## config.mk

```make
export PLATFORM = sky130hd
export DESIGN_NAME = sep_core
export DESIGN_NICKNAME = d
export VERILOG_FILES = /design/src/sep_fifo.v /design/src/sep_core.v
export VERILOG_INCLUDE_DIRS = /design/src
export SDC_FILE = /design/constraint.sdc
export NUM_CORES = 1
export LEC_CHECK = 0
export BUFFER_PORTS_ARGS = -buffer_cell sky130_fd_sc_hd__clkbuf_2
export CORE_AREA = 2 2 132 230
export DETAILED_ROUTE_END_ITERATION = 10
export DIE_AREA = 0 0 134 232
export PLACE_DENSITY = 0.75
export RECOVER_POWER = 100
export SLEW_MARGIN = 20
export SYNTH_ARGS = -nofsm -noshare
export SYNTH_HDL_FRONTEND = slang
export SYNTH_SLANG_ARGS = --single-unit
export TNS_END_PERCENT = 50
```

## constraint.sdc

```tcl
create_clock -name clk -period 5.15 [get_ports clk]
set_clock_uncertainty 0.05 [all_clocks]
set_input_delay 1.03 -clock clk [delete_from_list [all_inputs] [get_ports clk]]
set_output_delay 1.03 -clock clk [all_outputs]
set_load 0.02 [all_outputs]
```

## src/sep_defines.vh

```
// sep_defines.vh: constants for the serial eeprom pin front end
// assumes inclusion by bare name from the design files of this block
`ifndef SEP_DEFINES_VH
`define SEP_DEFINES_VH
// opcodes
`define SEP_OP_WREN 8'h06
`define SEP_OP_WRDI 8'h04
`define SEP_OP_STATUS_READ_COMMAND 8'h05
`define SEP_OP_WRSR 8'h01
`define SEP_OP_READ 8'h03
`define SEP_OP_WRITE 8'h02
// status register fields
`define SEP_SR_BUSY 0
`define SEP_SR_WEL 1
`define SEP_SR_PPE 7
`define SEP_SR_WMASK 8'h8c
`define SEP_SR_RESET 8'h00
// timing at a 50 MHz clock
`define SEP_CLK_MHZ 50
`define SEP_WRITE_TIME_MS 5
`define SEP_WRITE_CYCLES (`SEP_WRITE_TIME_MS * 1000 * `SEP_CLK_MHZ)
`define SEP_POWERUP_TIME_MS 1
`define SEP_POWERUP_CYCLES (`SEP_POWERUP_TIME_MS * 1000 * `SEP_CLK_MHZ)
// fifo
`define SEP_FIFO_DEPTH 8
`define SEP_FIFO_AW 3
`endif

```

## src/sep_fifo.v

```verilog
// sep_fifo.v: small synchronous fifo with valid/ready on both sides
// assumes one clock and an already synchronised active-low reset
`timescale 1ns/10ps
`default_nettype none
module sep_fifo #(
  parameter WIDTH = 8,
  parameter DEPTH = 8,
  parameter AW = 3
) (
  // clock and reset
  input wire clk,
  input wire rst_n,
  // fill side
  input wire in_valid,
  output wire in_ready,
  input wire [WIDTH-1:0] in_data,
  // drain side
  output wire out_valid,
  input wire out_ready,
  output reg [WIDTH-1:0] out_data
);
  reg [WIDTH-1:0] mem [0:DEPTH-1];
  reg [AW:0] wp_ff;
  reg [AW:0] rp_ff;
  reg ov_ff;
  wire empty = (wp_ff == rp_ff);
  wire full = (wp_ff[AW] != rp_ff[AW]) && (wp_ff[AW-1:0] == rp_ff[AW-1:0]);
  wire wr = in_valid && !full;
  wire rd = !empty && (!ov_ff || out_ready);
  assign in_ready = !full;
  assign out_valid = ov_ff;

  // memory write; no reset needed for storage
  always @(posedge clk) begin
    if (wr) begin
      mem[wp_ff[AW-1:0]] <= in_data;
    end
  end

  // pointers and registered read port
  always @(posedge clk or negedge rst_n) begin
    if (!rst_n) begin
      wp_ff <= {(AW+1){1'b0}};
      rp_ff <= {(AW+1){1'b0}};
      ov_ff <= 1'b0;
      out_data <= {WIDTH{1'b0}};
    end else begin
      if (wr) begin
        wp_ff <= wp_ff + 1'b1;
      end
      if (rd) begin
        rp_ff <= rp_ff + 1'b1;
        out_data <= mem[rp_ff[AW-1:0]];
        ov_ff <= 1'b1;
      end else if (out_ready) begin
        ov_ff <= 1'b0;
      end
    end
  end
endmodule // sep_fifo
`default_nettype wire

```

## src/sep_core.v

```verilog
// sep_core.v: pin-level spi front end of a serial eeprom
// assumes host drives cs/sck/si/wp/hold asynchronously; clk much faster than sck
`timescale 1ns/10ps
`default_nettype none
`include "sep_defines.vh"
// What this block does
// - each input bit is sampled on the rising edge of the serial clock in modes 0 and 3.
// - each output bit is changed on the falling edge of the serial clock.
// - with chip select high the output is released and the block idles, but a running write finishes.
// - a high write-protect pin never blocks a write by itself.
// - with write-protect low and protect_pin_enable set, status register writes are rejected.
// - hold low freezes the serial state, which resumes unchanged when hold returns high.
// - the internal write cycle ends within 5 ms of chip select rising after a valid write.
// - during an internal write every command but status_read_command is ignored.
// - protect_pin_enable gates whether a low write-protect pin has any effect.
module sep_core #(
  parameter WRITE_CYCLES = `SEP_WRITE_CYCLES,
  parameter POWERUP_CYCLES = `SEP_POWERUP_CYCLES
) (
  // clock and reset
  input wire clk,
  input wire nrst,
  // spi pins
  input wire cs_n,
  input wire sck,
  input wire si,
  input wire wp_n,
  input wire hold_n,
  output reg so_o,
  output wire so_oe,
  // memory side: write bytes leave through a fifo, read bytes come in
  output wire wr_valid,
  input wire wr_ready,
  output wire [22:0] wr_data,
  output reg rd_req,
  output reg [14:0] rd_addr,
  input wire [7:0] rd_data,
  // status
  output wire busy,
  output wire ready_for_access,
  output wire [7:0] status
);
  localparam ST_CMD = 4'h1;
  localparam ST_ADDR = 4'h2;
  localparam ST_DATA = 4'h4;
  localparam ST_IGN = 4'h8;

  // opcode test used in several places
  function is_op;
    input [7:0] v;
    input [7:0] op;
    begin
      is_op = (v == op);
    end
  endfunction

  //////////////////////////////////////////////////////////////////////
  // reset release and input synchronisers
  reg [1:0] rst_sync_ff;
  wire rst_n = rst_sync_ff[1];
  always @(posedge clk or negedge nrst) begin
    if (!nrst) begin
      rst_sync_ff <= 2'b00;
    end else begin
      rst_sync_ff <= {rst_sync_ff[0], 1'b1};
    end
  end

  // five pins, each through two flops before use
  wire [4:0] pin_raw = {hold_n, wp_n, si, sck, cs_n};
  reg [4:0] meta_ff;
  reg [4:0] sync_ff;
  reg sck_d_ff;
  genvar gi;
  generate
    for (gi = 0; gi < 5; gi = gi + 1) begin : g_sync
      always @(posedge clk or negedge rst_n) begin
        if (!rst_n) begin
          meta_ff[gi] <= 1'b1;
          sync_ff[gi] <= 1'b1;
        end else begin
          meta_ff[gi] <= pin_raw[gi];
          sync_ff[gi] <= meta_ff[gi];
        end
      end
    end
  endgenerate
  wire cs_s = sync_ff[0];
  wire sck_s = sync_ff[1];
  wire si_s = sync_ff[2];
  wire wp_s = sync_ff[3];
  wire hold_s = sync_ff[4];
  wire active = !cs_s && hold_s; // hold freezes the serial engine, not the timers
  wire sck_rise = active && sck_s && !sck_d_ff;
  wire sck_fall = active && !sck_s && sck_d_ff;

  //////////////////////////////////////////////////////////////////////
  // session state
  reg [3:0] st_ff;
  reg [3:0] nxt_st;
  reg [7:0] op_ff;
  reg [7:0] sh_ff;
  reg [2:0] bit_ff;
  reg [15:0] addr_ff;
  reg [7:0] sr_ff;
  reg [7:0] tx_ff;
  reg drive_ff;
  reg cs_d_ff;
  reg wr_pend_ff;
  reg [22:0] wcnt_ff;
  reg [16:0] pcnt_ff;
  reg fifo_push;
  wire byte_done = sck_rise && (bit_ff == 3'h7);
  wire [7:0] rx_byte = {sh_ff[6:0], si_s};
  wire cs_rise = cs_s && !cs_d_ff;
  wire busy_w = (wcnt_ff != 23'h000000);
  // the pin blocks sr writes only when pin low and gate bit set
  wire sr_locked = !wp_s && sr_ff[`SEP_SR_PPE];
  wire fifo_in_ready;
  assign busy = busy_w;
  assign status = {sr_ff[7:1], busy_w};
  assign ready_for_access = (pcnt_ff == 17'h00000);
  assign so_oe = drive_ff && active;

  // command decode, honouring the busy lockout
  always @* begin
    nxt_st = st_ff;
    case (st_ff)
      ST_CMD: begin
        if (byte_done) begin
          if (busy_w && !is_op(rx_byte, `SEP_OP_STATUS_READ_COMMAND)) begin
            nxt_st = ST_IGN;
          end else if (is_op(rx_byte, `SEP_OP_READ) || is_op(rx_byte, `SEP_OP_WRITE)) begin
            nxt_st = ST_ADDR;
          end else if (is_op(rx_byte, `SEP_OP_STATUS_READ_COMMAND) || is_op(rx_byte, `SEP_OP_WRSR)) begin
            nxt_st = ST_DATA;
          end else begin
            nxt_st = ST_IGN;
          end
        end
      end
      ST_ADDR: begin
        if (byte_done && addr_ff[15]) begin
          nxt_st = ST_DATA; // marker bit reached top: two address bytes in
        end
      end
      ST_DATA: nxt_st = ST_DATA;
      ST_IGN: nxt_st = ST_IGN;
      default: nxt_st = ST_CMD;
    endcase
  end

  // serial engine, framed by chip select
  always @(posedge clk or negedge rst_n) begin
    if (!rst_n) begin
      st_ff <= ST_CMD;
      op_ff <= 8'h00;
      sh_ff <= 8'h00;
      bit_ff <= 3'h0;
      addr_ff <= 16'h0000;
      sr_ff <= `SEP_SR_RESET;
      tx_ff <= 8'h00;
      drive_ff <= 1'b0;
      so_o <= 1'b0;
      sck_d_ff <= 1'b0;
      cs_d_ff <= 1'b1;
      wr_pend_ff <= 1'b0;
      rd_req <= 1'b0;
      rd_addr <= 15'h0000;
      fifo_push <= 1'b0;
    end else begin
      // edge tracker frozen during hold, so a fall that meets hold is seen on resume
      if (cs_s || hold_s) begin
        sck_d_ff <= sck_s;
      end
      cs_d_ff <= cs_s;
      rd_req <= 1'b0;
      fifo_push <= 1'b0;
      // page offset steps on the edge that offers the byte and its address to the fifo, even when a full fifo drops them
      if (fifo_push) begin
        addr_ff[5:0] <= addr_ff[5:0] + 6'h01; // page rollover
      end
      if (cs_s) begin
        // standby: reset framing, release output
        st_ff <= ST_CMD;
        bit_ff <= 3'h0;
        drive_ff <= 1'b0;
        if (cs_rise && op_ff == `SEP_OP_WREN && st_ff == ST_IGN && !busy_w) begin
          sr_ff[`SEP_SR_WEL] <= 1'b1;
        end
        if (cs_rise && op_ff == `SEP_OP_WRDI && st_ff == ST_IGN && !busy_w) begin
          sr_ff[`SEP_SR_WEL] <= 1'b0;
        end
        if (cs_rise && wr_pend_ff) begin
          sr_ff[`SEP_SR_WEL] <= 1'b0;
        end
        wr_pend_ff <= 1'b0;
        op_ff <= 8'h00;
      end else if (hold_s) begin
        st_ff <= nxt_st;
        if (sck_rise) begin
          sh_ff <= rx_byte;
          bit_ff <= bit_ff + 3'h1;
        end
        if (byte_done && st_ff == ST_CMD) begin
          op_ff <= rx_byte;
          addr_ff <= 16'h0001; // marker walks up as address bits arrive
          if (is_op(rx_byte, `SEP_OP_STATUS_READ_COMMAND)) begin
            tx_ff <= {sr_ff[7:1], busy_w};
          end
        end
        if (sck_rise && st_ff == ST_ADDR) begin
          addr_ff <= {addr_ff[14:0], si_s};
        end
        // top address bit is a don't-care, the low fifteen are kept
        if (byte_done && st_ff == ST_ADDR && addr_ff[15] && op_ff == `SEP_OP_READ) begin
          rd_req <= 1'b1;
          rd_addr <= {addr_ff[13:0], si_s};
        end
        if (byte_done && st_ff == ST_ADDR && addr_ff[15]) begin
          addr_ff <= {1'b0, addr_ff[13:0], si_s};
        end
        if (rd_req) begin
          tx_ff <= rd_data;
        end
        if (byte_done && st_ff == ST_DATA && op_ff == `SEP_OP_WRSR) begin
          if (sr_ff[`SEP_SR_WEL] && !sr_locked) begin
            sr_ff <= (sr_ff & ~`SEP_SR_WMASK) | (rx_byte & `SEP_SR_WMASK);
            wr_pend_ff <= 1'b1;
          end
        end
        if (byte_done && st_ff == ST_DATA && op_ff == `SEP_OP_WRITE && sr_ff[`SEP_SR_WEL]) begin
          fifo_push <= 1'b1;
          wr_pend_ff <= 1'b1;
        end
        if (byte_done && st_ff == ST_DATA && op_ff == `SEP_OP_READ) begin
          rd_req <= 1'b1;
          rd_addr <= addr_ff[14:0] + 15'h0001;
          addr_ff[14:0] <= addr_ff[14:0] + 15'h0001;
        end
        if (byte_done && st_ff == ST_DATA && op_ff == `SEP_OP_STATUS_READ_COMMAND) begin
          tx_ff <= {sr_ff[7:1], busy_w};
        end
        if (sck_fall && st_ff == ST_DATA && (op_ff == `SEP_OP_READ || op_ff == `SEP_OP_STATUS_READ_COMMAND)) begin
          drive_ff <= 1'b1;
          so_o <= tx_ff[3'h7 - bit_ff];
        end
      end
    end
  end

  //////////////////////////////////////////////////////////////////////
  // write-cycle and power-up timers; the fifo buffers writes when memory is slow
  always @(posedge clk or negedge rst_n) begin
    if (!rst_n) begin
      wcnt_ff <= 23'h000000;
      pcnt_ff <= POWERUP_CYCLES[16:0];
    end else begin
      if (cs_rise && wr_pend_ff) begin
        wcnt_ff <= WRITE_CYCLES[22:0];
      end else if (busy_w) begin
        wcnt_ff <= wcnt_ff - 23'h000001; // keeps running in standby
      end
      if (pcnt_ff != 17'h00000) begin
        pcnt_ff <= pcnt_ff - 17'h00001;
      end
    end
  end

  // data bytes are buffered; a full fifo drops late bytes of a burst
  sep_fifo #(
    .WIDTH(23),
    .DEPTH(`SEP_FIFO_DEPTH),
    .AW(`SEP_FIFO_AW)
  ) u_fifo (
    .clk(clk),
    .rst_n(rst_n),
    .in_valid(fifo_push),
    .in_ready(fifo_in_ready),
    .in_data({addr_ff[14:0], sh_ff}),
    .out_valid(wr_valid),
    .out_ready(wr_ready),
    .out_data(wr_data)
  );
endmodule // sep_core
`default_nettype wire

```

==> impl_metrics.env <==
export IMPL_netlist_top_cell_by_area="edfxtp_1"
export IMPL_cap_violations=9
export IMPL_cts_root_buffer="clkbuf_16"
export IMPL_place_detailed_hpwl_um=19000
export IMPL_start_kind="register"
export IMPL_synth_avg_cell_area_um2=14.0
export IMPL_post_cts_buffers=0
export IMPL_rows=83
export IMPL_crit_fanout=10
export IMPL_timing_rr_start="sck_s$_DFF_PN1_"
export IMPL_synth_edff_count=184
export IMPL_met2_length_um=16200
export IMPL_critPathCapture="status[0]"
export IMPL_hold_viol=0
export IMPL_cp_required_ns=4.07
export IMPL_status="complete, but fails checks"
export IMPL_tns_ns=0
export IMPL_synth_cell_types=64
export IMPL_dr_max_layer_used="met4"
export IMPL_clk_latency_ns=0.55
export IMPL_vias=8567
export IMPL_violations="max-capacitance violations, max-slew violations"
export IMPL_initial_utilization=0.495
export IMPL_final_cells=1484
export IMPL_stdcell_area_um2=16100
export IMPL_htreeDepth=1
export IMPL_path_cells="or4_1 -> or4b_1 -> nand4b_1 -> clkbuf_1"
export IMPL_cts_clk_slew_worst_paths_ns=0.06
export IMPL_grt_ovfl_total=0
export IMPL_drt_wirelength_per_cell_um=19.9
export IMPL_vias_per_cell=5.77
export IMPL_reg2reg_depth=6
export IMPL_hold_class="primary input to async pin"
export IMPL_dp_cells=1431
export IMPL_relSlewSlack=-0.992
export IMPL_grt_pass1_wl_um=47200
export IMPL_grt_usage=0.194
export IMPL_ys_async_sr_fraction=0.460
export IMPL_synth_seq_area_share=0.656
export IMPL_setup_violations=0
export IMPL_power_density_nw_per_um2=388
export IMPL_yosysWarnings=0
export IMPL_cts_repair_resized=0
export IMPL_yosysTopAreaCellShare=0.382
export IMPL_dr_wl_met3_um=1390
export IMPL_antenna_found_initial=0
export IMPL_cp_end_kind="output port"
export IMPL_die_w_um=134
export IMPL_core_um2=29200
export IMPL_vdd_drop_max_v=0.000304
export IMPL_ys_flop_type="edfxtp_1"
export IMPL_worstMarginPinSlew_ns=2.99
export IMPL_area_growth_pct=11.2
export IMPL_syn_inst=1030
export IMPL_die_area_um2=31100
export IMPL_port_buffer_count=64
export IMPL_n_antenna_cell=0
export IMPL_ios=68
export IMPL_syn_cell_area_um2=14500
export IMPL_period_share=0.787
export IMPL_routabilityCongestion=0.873
export IMPL_cts_tree="done"
export IMPL_yosysMostFrequentCell="edfxtp_1"
export IMPL_ys_ff_latch=341
export IMPL_placed_area_um2=15200
export IMPL_cts_num_sinks=341
export IMPL_r2r_end="rd_addr[1]$_DFFE_PN0P_"
export IMPL_r2r_slack_ns=1.10
export IMPL_yosys_top_cells_area="edfxtp_1 (38%), dfrtp_1 (24%), mux4_2 (7.5%)"
export IMPL_drive_gt1_frac=0.150
export IMPL_grt_max_degree=86
export IMPL_drt_total_wl_um=29600
export IMPL_crit_path_max_incr_delay_ns=0.68
export IMPL_cts_buffer_depth=3
export IMPL_p_leak_nw=6.44
export IMPL_grt_pass1_vias=8835
export IMPL_fmax_mhz=247
export IMPL_crit_start="wcnt_ff[11]$_DFFE_PN0P_"
export IMPL_nets=1105
export IMPL_cp_arrival_ns=2.97
export IMPL_synth_top_cells_by_count="edfxtp_1 (184), dfrtp_1 (139), nand2_1 (86)"
export IMPL_drt_initial_drc_count=720
export IMPL_cpMaxStageDelayCell="or4b_1"
export IMPL_period_needed_ns=4.05
export IMPL_die_y_um=232
export IMPL_antenna_left=0
export IMPL_path_class="register to output port"
export IMPL_drc=0
export IMPL_drt_met1_wl_um=10800
export IMPL_holdBufCountCts=0
export IMPL_slew_viol_final=240
export IMPL_numCtsBuffers=29
export IMPL_firstDrtPassIters=5
export IMPL_rsz0062_at_grt="false"
## sequential cells by signal, indices dropped and copies added, names as in the netlist, 15 cells and up
signal           count
u_fifo.out_data     23
wcnt_ff             23
u_fifo.mem         184
rd_addr             15
pcnt_ff             17
addr_ff             16
## power by group
part	total, mW	switching [mW]	internal (mW)	leakage, nW
Sequential	3.04	0.0827	2.96	4.06
Combinational	0.774	0.449	0.325	1.87
Clock	2.42	0.974	1.45	0.511
## placed cells by master (no fill, tap or decap), types with 19 or more instances in the layout
cell type and count:
a21oi_1 31, clkbuf_1 63, clkbuf_16 29, dfrtp_1 137
edfxtp_1 184, inv_1 27, mux2_2 19, mux2i_1 35
mux4_2 48, nand2_1 86, nand3_1 35, nor2_1 50
nor3_1 19, o21ai_0 70, xnor2_1 28
## through the flow
step | worst slack [ns] | total power, mW | hold slack [ns] | utilization
global route | 0.835 | 6.49 | 0.203 | 0.551
finish | 1.10 | 6.23 | 0.229 | 0.551
CTS | 1.27 | 6.32 | 0.192 | 0.557
detailed placement | 1.76 | 3.91 | 0.296 | 0.520
global placement | 1.82 | 3.90 | 0.291 | 0.520
floorplan | 0.433 | 3.70 | 0.281 | -
## how the worst min path moves through the flow
stage                                     to  slack, ns
floorplan           rst_sync_ff[1]$_DFF_PN0_       0.28
global placement    rst_sync_ff[1]$_DFF_PN0_       0.29
detailed placement  rst_sync_ff[1]$_DFF_PN0_       0.30
CTS                 rst_sync_ff[1]$_DFF_PN0_       0.19
global route        rst_sync_ff[0]$_DFF_PN0_       0.20
finish              rst_sync_ff[1]$_DFF_PN0_       0.23
## logic make-up (layout without fill, tap and decap cells)
family,Yosys count,after routing,synth area share
xor gates and xnor gates,44,44,0.0267
other,2,4,0.000519
AOI/OAI and AO/OA,156,156,0.0653
buffers and inverters,85,155,0.0243
adders and majority gates,8,8,0.00692
muxes,102,102,0.114
and+or+nand+nor,292,292,0.107
DFF,341,341,0.656
## final cells by class
type / instances / area [µm²]
clock buffer: 38 / 800
clock inverter: 14 / 259
fill: 2350 / 13100
inverter: 27 / 101
multi-input combinational: 606 / 4620
sequential: 341 / 9480
tap: 382 / 478
timing repair buffer: 76 / 335
## worst max-delay path: cells and delay by family, from the launching register on
kind,cells,cell delay (ns)
AND/OR/NAND/NOR,3,1.74
flip-flops,1,0.42
buffers and inverters,1,0.27
## metal layers
layer / global-route usage / vias up
met5: 0 / -
met1: 0.214 / 4317
met2: 0.366 / 218
met4: 0.0838 / 0
li1: - / 3962
met3: 0.0312 / 70
(Power assumes the default switching activity.)
